$ cat config.mk
export PLATFORM = sky130hd
export DESIGN_NAME = fpm_menu
export DESIGN_NICKNAME = d
export VERILOG_FILES = /design/src/shared/fpm_pkg.sv /design/src/rtl/fpm_pulse_div.sv /design/src/rtl/fpm_menu.sv
export VERILOG_INCLUDE_DIRS = /design/src /design/src/shared
export SDC_FILE = /design/constraint.sdc
export NUM_CORES = 1
export LEC_CHECK = 0
export BUFFER_PORTS_ARGS = -buffer_cell sky130_fd_sc_hd__buf_4
export CORE_ASPECT_RATIO = 0.5
export CORE_MARGIN = 2
export CORE_UTILIZATION = 30
export CTS_BUF_LIST = sky130_fd_sc_hd__clkbuf_16
export DETAILED_ROUTE_END_ITERATION = 16
export SLEW_MARGIN = 20
export SYNTH_ARGS = -nofsm -noshare
export SYNTH_HDL_FRONTEND = slang
export SYNTH_HIERARCHICAL = 1
export SYNTH_SLANG_ARGS = --single-unit
$ cat constraint.sdc
create_clock -name clk_sys -period 2.9 [get_ports clk_sys]
set_input_delay 0.435 -clock clk_sys [delete_from_list [all_inputs] [get_ports clk_sys]]
set_output_delay 0.435 -clock clk_sys [all_outputs]
set_load 0.05 [all_outputs]
$ cat src/shared/fpm_map.svh
// offsets, field positions, reset values and timing figures of the mode menu
// assumes a byte-addressed register port with 32-bit aligned words
`ifndef FPM_MAP_SVH
`define FPM_MAP_SVH

`define FPM_ADDR_W          8
`define FPM_OFS_STATUS      8'h00
`define FPM_OFS_IRQ_STAT    8'h04
`define FPM_OFS_IRQ_CLR     8'h08
`define FPM_OFS_IRQ_EN      8'h0C
`define FPM_OFS_ITEM_LIMIT  8'h10

`define FPM_ST_MODE_LSB     0
`define FPM_ST_ITEM_LSB     4
`define FPM_ST_ARMED_BIT    8
`define FPM_ST_READY_BIT    9

`define FPM_EV_EXEC         0
`define FPM_EV_CANCEL       1
`define FPM_EV_TIMEOUT      2
`define FPM_EV_FAULT        3
`define FPM_EV_OVERCUR      4
`define FPM_EV_W            5

`define FPM_ITEM_W          4
`define FPM_ITEM_LIMIT_RST  4'hF
`define FPM_CURRENT_ITEMS   4'h1
`define FPM_TRIP_W          4
`define FPM_MODE_N          7

`define FPM_CLK_HZ          25000000
`define FPM_TIMEOUT_S       60
`define FPM_BLINK_MS        250
`define FPM_DIM_SHIFT       4

`endif

$ cat src/shared/fpm_pkg.sv
// types of the front-panel mode menu
// assumes fpm_map.svh is on the include path
`include "fpm_map.svh"

package fpm_pkg;

    typedef enum logic [2:0] {
        MODE_RUN,
        MODE_INSTALL,
        MODE_CHECK,
        MODE_TEMP_SET,
        MODE_TEMP,
        MODE_CURRENT,
        MODE_FAULT
    } fpm_mode_t;

    typedef struct packed {
        fpm_mode_t                  mode;
        logic [`FPM_ITEM_W-1:0]     item;
        logic                       armed;
        logic [5:0]                 keyPrev;
        logic [`FPM_DIM_SHIFT-1:0]  pwm;
        logic                       blinkPhase;
        logic                       faultPrev;
        logic                       ocPrev;
        logic                       execPulse;
        fpm_mode_t                  execMode;
        logic [`FPM_ITEM_W-1:0]     execItem;
        logic [`FPM_EV_W-1:0]       irqStat;
        logic [`FPM_EV_W-1:0]       irqEn;
        logic [`FPM_ITEM_W-1:0]     itemLimit;
        logic [31:0]                rdData;
        logic                       irq;
        logic [`FPM_MODE_N-1:0]     modeLamp;
        logic                       displayBlink;
        logic                       linkActivityLamp;
        logic                       errorLamp;
        logic                       intOcLamp;
        logic                       extOcLamp;
        logic [`FPM_TRIP_W-1:0]     tripLamp;
        logic                       ioLinkLamp;
        logic                       ioErrorLamp;
        logic                       protReady;
    } fpm_state_t;

endpackage : fpm_pkg

$ cat src/rtl/fpm_pulse_div.sv
// enable divider: one-cycle tick every 'limit' clocks, restarted by clr
// assumes limit is static or changes only while clr is high
module fpm_pulse_div #(
    parameter int WIDTH = 8
) (
    input  wire logic             clk_sys,
    input  wire logic             rst_n,
    input  wire logic             clr,
    input  wire logic [WIDTH-1:0] limit,
    output logic                  tick
);
    typedef struct packed {
        logic [WIDTH-1:0] count;
        logic             tick;
    } fpm_div_t;

    fpm_div_t st_r;
    fpm_div_t st_nxt;

    always_comb begin
        st_nxt = st_r;
        st_nxt.tick = 1'b0;
        if (clr) begin
            st_nxt.count = '0;
        end else if (st_r.count >= limit - WIDTH'(1)) begin
            st_nxt.count = '0;
            st_nxt.tick  = 1'b1;
        end else begin
            st_nxt.count = st_r.count + WIDTH'(1);
        end
    end

    always_ff @(posedge clk_sys or negedge rst_n) begin
        if (!rst_n) begin
            st_r <= '0;
        end else begin
            st_r <= st_nxt;
        end
    end

    assign tick = st_r.tick;

endmodule : fpm_pulse_div

$ cat src/rtl/fpm_menu.sv
// front-panel mode menu, key handling and indicator lamps of the central unit
// assumes keys are debounced levels synchronous to clk_sys, high while pressed
`include "fpm_map.svh"

module fpm_menu #(
    parameter int TIMEOUT_CYCLES = `FPM_TIMEOUT_S * `FPM_CLK_HZ,
    parameter int BLINK_CYCLES   = `FPM_BLINK_MS * (`FPM_CLK_HZ / 1000)
) (
    input  wire logic                      clk_sys,
    input  wire logic                      rst_n,
    input  wire logic [`FPM_ADDR_W-1:0]    regAddr,
    input  wire logic [31:0]               regWrData,
    input  wire logic                      regWr,
    input  wire logic                      regRd,
    output logic      [31:0]               regRdData,
    output logic                           irq,
    input  wire logic                      keyUp,
    input  wire logic                      keyDown,
    input  wire logic                      keyLeft,
    input  wire logic                      keyRight,
    input  wire logic                      keySet,
    input  wire logic                      keyEnter,
    input  wire logic                      sysConfigured,
    input  wire logic                      powerGood,
    input  wire logic                      linkMsg,
    input  wire logic                      selfFault,
    input  wire logic                      localOc,
    input  wire logic                      remoteOc,
    input  wire logic [`FPM_TRIP_W-1:0]    tripStage,
    input  wire logic                      ioLink,
    input  wire logic                      ioFault,
    output logic      [`FPM_MODE_N-1:0]    modeLamp,
    output logic                           displayBlink,
    output logic                           linkActivityLamp,
    output logic                           errorLamp,
    output logic                           intOcLamp,
    output logic                           extOcLamp,
    output logic      [`FPM_TRIP_W-1:0]    tripLamp,
    output logic                           ioLinkLamp,
    output logic                           ioErrorLamp,
    output logic                           protReady,
    output logic                           execPulse,
    output fpm_pkg::fpm_mode_t             execMode,
    output logic      [`FPM_ITEM_W-1:0]    execItem
);
    localparam int TMO_W = 32;
    localparam int BLK_W = 24;

    fpm_pkg::fpm_state_t st_r;
    fpm_pkg::fpm_state_t st_nxt;

    logic [5:0] keys;
    logic [5:0] press;
    logic       anyPress;
    logic       tmoTick;
    logic       blinkTick;
    logic       pressUp;
    logic       pressDown;
    logic       pressLeft;
    logic       pressRight;
    logic       pressSet;
    logic       pressEnter;

    assign keys       = {keyEnter, keySet, keyRight, keyLeft, keyDown, keyUp};
    assign press      = keys & ~st_r.keyPrev;
    assign anyPress   = |press;
    assign pressUp    = press[0];
    assign pressDown  = press[1];
    assign pressLeft  = press[2];
    assign pressRight = press[3];
    assign pressSet   = press[4];
    assign pressEnter = press[5];

    // inactivity timer, restarted by every key press
    fpm_pulse_div #(
        .WIDTH (TMO_W)
    ) u_timeout (
        .clk_sys (clk_sys),
        .rst_n   (rst_n),
        .clr     (anyPress),
        .limit   (TMO_W'(TIMEOUT_CYCLES)),
        .tick    (tmoTick)
    );

    // half period of every blinking lamp
    fpm_pulse_div #(
        .WIDTH (BLK_W)
    ) u_blink (
        .clk_sys (clk_sys),
        .rst_n   (rst_n),
        .clr     (1'b0),
        .limit   (BLK_W'(BLINK_CYCLES)),
        .tick    (blinkTick)
    );

    function automatic logic [`FPM_ITEM_W-1:0] item_max(fpm_pkg::fpm_mode_t m,
                                                       logic [`FPM_ITEM_W-1:0] lim);
        logic [`FPM_ITEM_W-1:0] r;
        r = '0;
        case (m)
            fpm_pkg::MODE_CHECK:   r = lim;
            fpm_pkg::MODE_CURRENT: r = `FPM_CURRENT_ITEMS;
            default:               r = '0;
        endcase
        return r;
    endfunction : item_max

    always_comb begin
        logic [`FPM_EV_W-1:0]   ev;
        logic [`FPM_EV_W-1:0]   clrMask;
        logic [`FPM_ITEM_W-1:0] iMax;
        ev      = '0;
        clrMask = '0;
        iMax    = item_max(st_r.mode, st_r.itemLimit);
        st_nxt  = st_r;

        st_nxt.keyPrev   = keys;
        st_nxt.execPulse = 1'b0;
        st_nxt.pwm       = st_r.pwm + `FPM_DIM_SHIFT'(1);
        if (blinkTick) begin
            st_nxt.blinkPhase = ~st_r.blinkPhase;
        end

        // menu: timeout first, then set/enter, then navigation
        if (tmoTick) begin
            st_nxt.mode = fpm_pkg::MODE_RUN;
            st_nxt.item = '0;
            ev[`FPM_EV_TIMEOUT] = 1'b1;
            if (st_r.armed) begin
                st_nxt.armed = 1'b0;
                ev[`FPM_EV_CANCEL] = 1'b1;
            end
        end else if (pressSet) begin
            st_nxt.armed = ~st_r.armed;
            ev[`FPM_EV_CANCEL] = st_r.armed;
        end else if (pressEnter && st_r.armed) begin
            st_nxt.armed     = 1'b0;
            st_nxt.execPulse = 1'b1;
            st_nxt.execMode  = st_r.mode;
            st_nxt.execItem  = st_r.item;
            ev[`FPM_EV_EXEC] = 1'b1;
        end else if (!st_r.armed) begin
            // navigation frozen while armed so the armed target cannot drift
            if (pressUp) begin
                st_nxt.item = '0;
                st_nxt.mode = (st_r.mode == fpm_pkg::MODE_RUN) ? fpm_pkg::MODE_FAULT
                            : fpm_pkg::fpm_mode_t'(st_r.mode - 3'h1);
            end else if (pressDown) begin
                st_nxt.item = '0;
                st_nxt.mode = (st_r.mode == fpm_pkg::MODE_FAULT) ? fpm_pkg::MODE_RUN
                            : fpm_pkg::fpm_mode_t'(st_r.mode + 3'h1);
            end else if (pressRight) begin
                st_nxt.item = (st_r.item >= iMax) ? '0
                            : st_r.item + `FPM_ITEM_W'(1);
            end else if (pressLeft) begin
                st_nxt.item = (st_r.item == '0) ? iMax
                            : st_r.item - `FPM_ITEM_W'(1);
            end
        end

        // lamps, registered so every output comes from a flop
        st_nxt.modeLamp = '0;
        st_nxt.modeLamp[st_nxt.mode] = 1'b1;
        st_nxt.displayBlink = st_nxt.armed & st_nxt.blinkPhase;
        st_nxt.linkActivityLamp = (st_nxt.mode == fpm_pkg::MODE_INSTALL)
                                & linkMsg & st_nxt.blinkPhase;
        // faint pattern: short duty slice during one blink phase only
        st_nxt.errorLamp = selfFault
                         | (st_nxt.blinkPhase & (st_nxt.pwm == '0));
        st_nxt.intOcLamp   = localOc;
        st_nxt.extOcLamp   = remoteOc;
        st_nxt.tripLamp    = tripStage;
        st_nxt.ioLinkLamp  = ioLink;
        st_nxt.ioErrorLamp = ioFault;
        // taken from supply and configuration alone, never from menu state
        st_nxt.protReady   = sysConfigured & powerGood;

        st_nxt.faultPrev = selfFault;
        st_nxt.ocPrev    = localOc | remoteOc;
        ev[`FPM_EV_FAULT]   = selfFault & ~st_r.faultPrev;
        ev[`FPM_EV_OVERCUR] = (localOc | remoteOc) & ~st_r.ocPrev;

        // register port writes
        if (regWr) begin
            case (regAddr)
                `FPM_OFS_IRQ_CLR:    clrMask = regWrData[`FPM_EV_W-1:0];
                `FPM_OFS_IRQ_EN:     st_nxt.irqEn = regWrData[`FPM_EV_W-1:0];
                `FPM_OFS_ITEM_LIMIT: st_nxt.itemLimit = regWrData[`FPM_ITEM_W-1:0];
                default:             clrMask = '0;
            endcase
        end
        // a new event wins over a clear in the same cycle
        st_nxt.irqStat = (st_r.irqStat & ~clrMask) | ev;
        st_nxt.irq     = |(st_nxt.irqStat & st_nxt.irqEn);

        // read data stand only in the cycle after the strobe
        st_nxt.rdData = '0;
        if (regRd) begin
            case (regAddr)
                `FPM_OFS_STATUS: begin
                    st_nxt.rdData[`FPM_ST_MODE_LSB +: 3] = st_r.mode;
                    st_nxt.rdData[`FPM_ST_ITEM_LSB +: `FPM_ITEM_W] = st_r.item;
                    st_nxt.rdData[`FPM_ST_ARMED_BIT] = st_r.armed;
                    st_nxt.rdData[`FPM_ST_READY_BIT] = st_r.protReady;
                end
                `FPM_OFS_IRQ_STAT:   st_nxt.rdData[`FPM_EV_W-1:0] = st_r.irqStat;
                `FPM_OFS_IRQ_EN:     st_nxt.rdData[`FPM_EV_W-1:0] = st_r.irqEn;
                `FPM_OFS_ITEM_LIMIT: st_nxt.rdData[`FPM_ITEM_W-1:0] = st_r.itemLimit;
                default:             st_nxt.rdData = '0;
            endcase
        end
    end

    always_ff @(posedge clk_sys or negedge rst_n) begin
        if (!rst_n) begin
            st_r           <= '0;
            st_r.mode      <= fpm_pkg::MODE_RUN;
            st_r.execMode  <= fpm_pkg::MODE_RUN;
            st_r.modeLamp  <= `FPM_MODE_N'(1);
            st_r.itemLimit <= `FPM_ITEM_LIMIT_RST;
            st_r.keyPrev   <= 6'h3F;
        end else begin
            st_r <= st_nxt;
        end
    end

    assign regRdData        = st_r.rdData;
    assign irq              = st_r.irq;
    assign modeLamp         = st_r.modeLamp;
    assign displayBlink     = st_r.displayBlink;
    assign linkActivityLamp = st_r.linkActivityLamp;
    assign errorLamp        = st_r.errorLamp;
    assign intOcLamp        = st_r.intOcLamp;
    assign extOcLamp        = st_r.extOcLamp;
    assign tripLamp         = st_r.tripLamp;
    assign ioLinkLamp       = st_r.ioLinkLamp;
    assign ioErrorLamp      = st_r.ioErrorLamp;
    assign protReady        = st_r.protReady;
    assign execPulse        = st_r.execPulse;
    assign execMode         = st_r.execMode;
    assign execItem         = st_r.execItem;
endmodule : fpm_menu

; After elaboration in Yosys (flattened, before gate mapping)
; Cells that the tools add are included.
[classes]
bitwise_logic = 21
muxes = 45
magnitude_cmp = 5
div = 0
n_addsub = 7
multipliers = 0
shift = 0
n_reduce_logical = 12
n_eq_ne = 11
[ops]
columns = cell, n
row1 = two-way mux 32 bit, 2
row2 = "adder 32 x 1 -> 32 bit, second input constant", 1
row3 = ">= comparator 32 x 31 -> 1 bit, second input constant", 1
row4 = two-way mux 8 bit, 4
row5 = two-way mux 7 bit, 4
row6 = "adder 24 x 1 -> 24 bit, second input constant", 1
row7 = ">= comparator 24 x 23 -> 1 bit, second input constant", 1
row8 = two-way mux 24 bit, 1
row9 = two-way mux 4 bit, 6
row10 = two-way mux 5 bit, 4
row11 = "== test 8 x 4 -> 1 bit, second input constant", 2
row12 = two-way mux 1 bit, 14
row13 = one-hot mux 3 bit (4 select lines), 1
row14 = bitwise AND 5 bit, 2
row15 = two-way mux 10 bit, 1
row16 = two-way mux 3 bit, 3
row17 = two-way mux 9 bit, 1
row18 = "adder 4 x 1 -> 4 bit, second input constant", 2
row19 = "== test 8 x 3 -> 1 bit, second input constant", 1
row20 = "== test 8 x 5 -> 1 bit, second input constant", 1
row21 = zero test 4 bit, 2
row22 = zero test 8 bit, 1
row23 = one-hot mux 4 bit (2 select lines), 1
row24 = bitwise AND 1 bit, 7
row25 = other kinds (26), 37
[totals]
wordCells = 131
ramBits = 0
romBits = 0
mem_count = 0
regBits = 153
latchBits = 0

; Logic depth before layout (Yosys ltp)
; Gate-level depths: netlist of the first run.
[logic_depth]
word_depth = 15
depth_mapped = 15
ltp_nobuf = 13

; Hierarchy
; Netlist of the first run, hierarchy kept.
[modules_own_cells]
columns = module, cells_each, area_each_um2, instances, seq_area_each_um2
row1 = fpm_menu, 323, 3634.7, 1, 1840.5
row2 = fpm_pulse_div (u_timeout), 329, 2875.3, 1, 825.8
row3 = fpm_pulse_div (u_blink), 236, 2123.3, 1, 625.6

; Least setup slack after synthesis of the first run
; Ideal clock, no wire load.
[synth_timing]
path_kind = register -> register
startpoint = register st_r[92] in the netlist's numbering
endpoint = register st_r[91] in the netlist's numbering
required_ps = 2834
setup_ps = 66
stages_incl_launch_ff = 12
n_path_buf = 1
synth_period_minus_slack_ps = 2706
setup_slack_ps = 194
arrival_ps = 2640
path_cell_list = dfrtp_1 -> inv_1 -> ha_1 -> nor2b_2 -> buf_6 -> a22o_1 -> ha_1 -> nand2b_1 -> a2111oi_0 -> o21ai_0 -> o22ai_1 -> a22o_1
[synth_between]
elab_chain_len = 11
elab_cells_between_ends = 14
[synth_rtl]
columns = item, line_no
row1 = start: declaration, fpm_menu.sv:49  ; fpm_pkg::fpm_state_t st_r;
row2 = start signal: assignment, fpm_menu.sv:223  ; st_r <= st_nxt;
row3 = == test 3 bit or == test 3 x 2 -> 1 bit (tied branches), fpm_menu.sv:100  ; case (m)
row4 = one-hot mux 4 bit (2 select lines) *, fpm_menu.sv:100
row5 = >= comparator 4 bit or two-way mux 4 bit (tied branches), "fpm_menu.sv:153, fpm_menu.sv:156"
row6 = "two-way mux 4 bit, on equally long branches", "fpm_menu.sv:153, fpm_menu.sv:155"
row7 = two-way mux 4 bit *, fpm_menu.sv:152  ; end else if (pressRight) begin
row8 = two-way mux 4 bit *, fpm_menu.sv:148  ; end else if (pressDown) begin
row9 = two-way mux 7 bit *, fpm_menu.sv:144  ; if (pressUp) begin
row10 = two-way mux 7 bit *, fpm_menu.sv:142  ; end else if (!st_r.armed) begin
row11 = two-way mux 7 bit *, fpm_menu.sv:136  ; end else if (pressEnter && st_r.armed) begin
row12 = two-way mux 7 bit *, fpm_menu.sv:133  ; end else if (pressSet) begin
row13 = two-way mux 8 bit *, fpm_menu.sv:125  ; if (tmoTick) begin
; Mark *: on every way between the ends. The rest lies on a longest branch, timed or not. The select of a mux whose other input is x is not followed.
; A chain may end at the register's enable or synchronous reset.

; Worst setup path in the final report of the first run
[layout_timing]
startpoint = register st_r[93] in the netlist's numbering
endpoint = register st_r[91] in the netlist's numbering
; The elaborated chain is that of the path after synthesis.

==> results of run 1 <==
[what timing repair did]
action                                  4_1_cts  5_1_grt
endpoints found under the hold margin        45        0
hold buffers                                  1        0
endpoints found under the setup margin        0        0
[cells by family after synthesis]
| logic type | count (synthesis) |
|---|---|
| DFF | 131 |
| muxes | 16 |
| adders and majority gates | 73 |
| other | 2 |
| xor gates and xnor gates | 107 |
| and+or+nand+nor | 360 |
| buffers and inverters | 97 |
| AOI/OAI and AO/OA | 102 |
[state kept, by name, indices dropped and copies added (netlist names), 3 cells and up]
register,flops
st_r,35
u_timeout/st_r,32
u_blink/st_r,24
regRdData,10
modeLamp,7
execItem,4
tripLamp,4
execMode,3
[cell usage after synthesis, drive strengths merged (3+ instances only)]
library cell	instances
dfrtp	120
nor3	94
xnor2	77
ha	73
buf	55
nand2	55
nor2	52
xor2	30
a21oi	29
inv	26
nand4	26
nand3	21
nor4	19
o21ai	18
clkbuf	16
mux2	16
nand2b	13
and3	12
dfstp	11
nor2b	9
or3	9
or4	9
and2	7
and4	7
nand3b	6
nor3b	6
a21boi	5
a21o	5
a22o	5
a31oi	5
or2	5
a22oi	4
or4b	4
a222oi	3
o31ai	3
[metrics by stage]
stage                     worst slack [ns]  cells   util
after detailed placement             0.293   1481  0.359
after floorplan                      0.194   1087      -
after CTS                            0.253   1514  0.378
after global placement               0.245   1481  0.359
final                                0.252   1514  0.378
after global routing                0.0294   1514  0.378
[per-layer routing]
layer | up-vias | global-route usage | part of all wire
met4 | 0 | 0.0354 | 0.0079
met2 | 80 | 0.248 | 0.52
met1 | 3235 | 0.152 | 0.45
li1 | 3403 | - | -
met5 | - | 0 | 0
met3 | 16 | 0.0271 | 0.024
[final timing paths]
path / start / end / slack, ns / depth (start not counted)
setup / recovery: st_r[93]$_DFF_PN0_ / st_r[91]$_DFFE_PN0P_ / 0.25 / 10
hold / removal: tripStage[2] / tripLamp[2]$_DFF_PN0_ / 0.12 / 1
max in group asynchronous: rst_n / st_r[82]$_DFF_PN1_ / 1.57 / 3
hold reg to reg: st_r[75]$_DFF_PN0_ / st_r[64]$_DFF_PN0_ / 0.45 / 1
min in group asynchronous: rst_n / regRdData[9]$_DFF_PN0_ / 0.53 / 2
setup reg to reg: st_r[93]$_DFF_PN0_ / st_r[91]$_DFFE_PN0P_ / 0.25 / 10
[cell type report]
| class | count | area (µm²) |
|---|---|---|
| clock inverters | 15 | 111 |
| well taps | 382 | 478 |
| fillers | 2808 | 17400 |
| multi-input cells | 859 | 5520 |
| inverters | 26 | 97.6 |
| repair buffers | 84 | 649 |
| clock buffers | 17 | 425 |
| flip-flops and latches | 131 | 3290 |
[where the power goes]
part	internal, mW	leakage, nW	switching, mW
Clock	1.10	0.261	0.837
Combinational	0.481	2.83	0.865
Sequential	1.98	1.71	0.118
Total	3.55	4.80	1.82
[worst register-to-register path: cells and delay by family, from the launching register on]
kind | cells | cell delay, ns
DFF | 1 | 0.45
adders and majority gates | 2 | 0.52
and+or+nand+nor | 2 | 0.31
buffers and inverters | 1 | 0.19
AOI/OAI and AO/OA | 5 | 1.11
==> results.cfg, run 1 <==
[status]
status = finished, final reports clean

[worst_hold_path]
hold_class = in -> reg

[worst_setup_path]
worstSetupPathType = reg -> reg
path_delay_family = compound AO/OA/AOI/OAI gates
cp_cell_sequence = ha_1, nor2b_2, a22o_1, ha_1, nand2b_1, a2111oi_0, buf_4, o21ai_0, o22ai_1, a22o_1
slowest_delay_ns = 0.45
end_kind = register
required_ns = 3.26
critical-path-slowest-cell = dfrtp_1
cp-start-kind = register
arrival_ns = 3.00
path_max_fanout = 5
crit_buf_inv = 1

[drt]
vias = 6734
dr.first_iter.drc_count = 238
wire_per_inst_um = 12.5
drc = 0
avgViaCountPerCell = 4.45
wirelength_mm = 18.9
dr.pass1.iters = 5
ant_nets = 0

[finish]
diodes = 0
syn_to_final_growth_pct = 22.5
layout_commonest_cell = conb_1
drive_gt1_frac = 0.150
final_area_um2 = 10600
final_cell_mix = conb_1 (201), dfrtp_1 (120), nor3_1 (89), buf_4 (81), xnor2_1 (77)
fin_nets = 1254

[timing]
tightest_slew_ns = 0.701
fin_crit_ns = 2.65
setup_tns_ns = 0
skew_ns = 0.0113
fin_hold_ws_ns = 0.121
clock.fmax_mhz = 378
drv_slew = 0
hold_viol = 0
setup-violations-final = 0
finalCritPeriodShare = 0.913
rsz0062_at_grt = false
timing.slew.headroom = 0.528

[die]
core_um2 = 28000
initial_core_util = 0.309
die_w_um = 244
rows = 43
dieArea_um2 = 30200
die_y_um = 124
io_pins = 122

[synthesis]
yosys.area.top_type_share = 0.348
synth_cell_type_count = 78
ys_seq_area_frac = 0.381
synth_flop_cell = dfrtp_1
synthAdderAreaFrac = 0.106
synth_top_family_by_area = simple AND/OR/NAND/NOR gates
synth_area_um2 = 8630
synth_compound_area_frac = 0.0826
syn_inst = 888
synthSimpleGateAreaFrac = 0.234
synthTopCellsByArea = dfrtp_1 (35%), ha_1 (11%), xnor2_1 (7.8%)
synth_edf_count = 0
syn_area_per_cell_um2 = 9.72
yosys_register_bits = 131
synth_top_area_cell = dfrtp_1
synthArstFlopShare = 1.00
synth_xor_area_frac = 0.109
yosys_warnings = 6
synthMuxAreaShare = 0.0209

[clock_tree]
post_cts_buffers = 0
clock_latency_ns = 0.42
htreeDepth = 4
ctsLongestPathBuffers = 2
root_buffer = clkbuf_16
cts_resized = 0
clock-sinks = 131
cts_tree = done
cts.reportedPaths.clkPinSlew_ns = 0.06
cts_buffers = 17

[global_routing]
grt_max_degree = 53
grt_pass1_wl_mm = 32.1
track_usage = 0.131
grt_overflow_total = 0
grt_pass1_vias = 6844
antenna_found_initial = 0

[placement]
gp_congestion = 0.873
place_area_um2 = 10000
dp_hpwl_mm = 14.4
portBuffers = 72

[power]
power_density_nw_per_um2 = 508
total_power_mw = 5.37
peakVddDrop_v = 0.000415
p_leak_nw = 4.80

[flow_run]
cap_violations = 0
Power figures use the tool's default switching activity.
==> inputs of run 2 (changes only) <==
- BUFFER_PORTS_ARGS: -buffer_cell sky130_fd_sc_hd__buf_4 -> -buffer_cell sky130_fd_sc_hd__buf_2
==> run 2 against run 1 <==
Net effect:
- the flow now finishes with violations (hold timing)
- sequential power about the same
- sequential share of layout area rose by 0.35 points
- critical path depth did not move
- highest routed layer unchanged
==> results.cfg, run 2 (synthesized netlist as in run 1, its figures left out) <==
[finish]
n_fill_cell = 2809
largest_reg_flops = 35
seq_area_um2 = 3290
final_area_um2 = 10500
syn_to_final_growth_pct = 21.1
multiInputGateArea_um2 = 5520
layout_top_registers = st_r x35, u_timeout/st_r x32, u_blink/st_r x24
final_cell_mix = conb_1 (201), dfrtp_1 (120), nor3_1 (89), xnor2_1 (77), ha_1 (73)
diodes = 0
top_register = st_r
layout_commonest_cell = conb_1
fin_nets = 1256
drive_gt1_frac = 0.153

[timing]
fin_crit_ns = 2.62
finalCritPeriodShare = 0.903
clock.fmax_mhz = 382
setup_ws_ns = 0.282
hold_viol = 8
rsz0062_at_grt = false
setup_tns_ns = 0
setup-violations-final = 0
timing.slew.headroom = 0.517
fin_hold_ws_ns = -0.0102
drv_slew = 0
tightest_slew_ns = 0.720
skew_ns = 0.0181

[worst_setup_path]
rrSetupSlack_ns = 0.28
critical-path-slowest-cell = dfrtp_1
worstSetupPathType = reg -> reg
path_max_fanout = 5
required_ns = 3.26
r2r_start = st_r[93]$_DFF_PN0_
reg2reg_to = st_r[88]$_DFFE_PN0P_
arrival_ns = 2.98
reg2reg_depth = 10
end_kind = register
slowest_delay_ns = 0.45
cp-start-kind = register
cp_cell_sequence = ha_1, nor2b_2, a22o_1, ha_1, nand2b_1, a2111oi_0, buf_4, o21ai_0, o21ai_0, a22o_1

[status]
violations = hold timing
status = complete, but fails checks

[clock_tree]
holdBufCountCts = 0
ctsLongestPathBuffers = 2
cts.reportedPaths.clkPinSlew_ns = 0.06
root_buffer = clkbuf_16
cts_tree = done
cts_resized = 0
post_cts_buffers = 0
cts_buffers = 17
clock-sinks = 131
htreeDepth = 4
clock_latency_ns = 0.43

[die]
rows = 43
die_y_um = 124
dieArea_um2 = 30200
die_w_um = 244
io_pins = 122
core_um2 = 28000
initial_core_util = 0.309

[global_routing]
grt_max_degree = 63
grt_pass1_wl_mm = 31.9
grt_pass1_vias = 6819
grt_overflow_total = 0
track_usage = 0.130
antenna_found_initial = 0

[power]
p_leak_nw = 4.80
total_power_mw = 5.51
power_density_nw_per_um2 = 527
peakVddDrop_v = 0.000402

[drt]
vias = 6804
wirelength_mm = 18.8
drc = 0
ant_nets = 0
avgViaCountPerCell = 4.49
dr.first_iter.drc_count = 301
dr.pass1.iters = 4
wire_per_inst_um = 12.4

[placement]
portBuffers = 72
gp_congestion = 0.846
place_area_um2 = 9880
dp_hpwl_mm = 14.2
place_ws_ns = 0.270

[flow_run]
cap_violations = 0

[worst_hold_path]
hold_class = in -> async
## run 2: cell count changes in the layout (fill, tap and decap cells not counted), sizes merged
cell	delta
inv	+1
buf	+3
clkinv	-3
bufinv	+2
dlygate4sd3	-1
## run 2: area by class of cell
class	instances	area share
sequential	131	0.315
multi-input combinational	859	0.528
clock buffer	17	0.0407
tap	382	0.0457
clock inverter	15	0.0151
timing repair buffer	86	0.0463
inverter	26	0.00933
## run 2: how the worst max path moves through the flow
stage	from	endpoint	slack, ns
2_1_floorplan	st_r[92]$_DFF_PN0_	st_r[91]$_DFFE_PN0P_	0.19
3_3_place_gp	st_r[93]$_DFF_PN0_	st_r[91]$_DFFE_PN0P_	0.24
3_5_place_dp	st_r[93]$_DFF_PN0_	st_r[91]$_DFFE_PN0P_	0.27
4_1_cts	st_r[93]$_DFF_PN0_	st_r[91]$_DFFE_PN0P_	0.26
5_1_grt	st_r[93]$_DFF_PN0_	st_r[88]$_DFFE_PN0P_	0.03
6_report	st_r[93]$_DFF_PN0_	st_r[88]$_DFFE_PN0P_	0.28
## run 2: stage by stage
stage                     cells  utilization
final                      1516        0.374
after global routing       1516        0.374
after CTS                  1516        0.374
after detailed placement   1484        0.353
after global placement     1484        0.353
after floorplan            1087            -
## run 2: report_power, final
part | switching (mW) | internal, mW
combinational | 0.876 | 0.419
sequential | 0.110 | 1.98
clock | 0.858 | 1.27
total | 1.84 | 3.67
## run 2: worst max-delay path: cells and delay by family (launching register included)
family                     cells  cell delay [ns]
AOI/OAI and AO/OA              5             1.09
buffers and inverters          1             0.19
and+or+nand+nor                2             0.30
DFF                            1             0.45
adders and majority gates      2             0.52
## run 2: per-layer routing
layer / vias to the layer above / wire length (µm) / GRT usage
li1: 3419 / - / -
met1: 3259 / 8380 / 0.153
met2: 102 / 9490 / 0.236
met3: 24 / 581 / 0.0325
met4: 0 / 331 / 0.0423
met5: - / 0 / 0
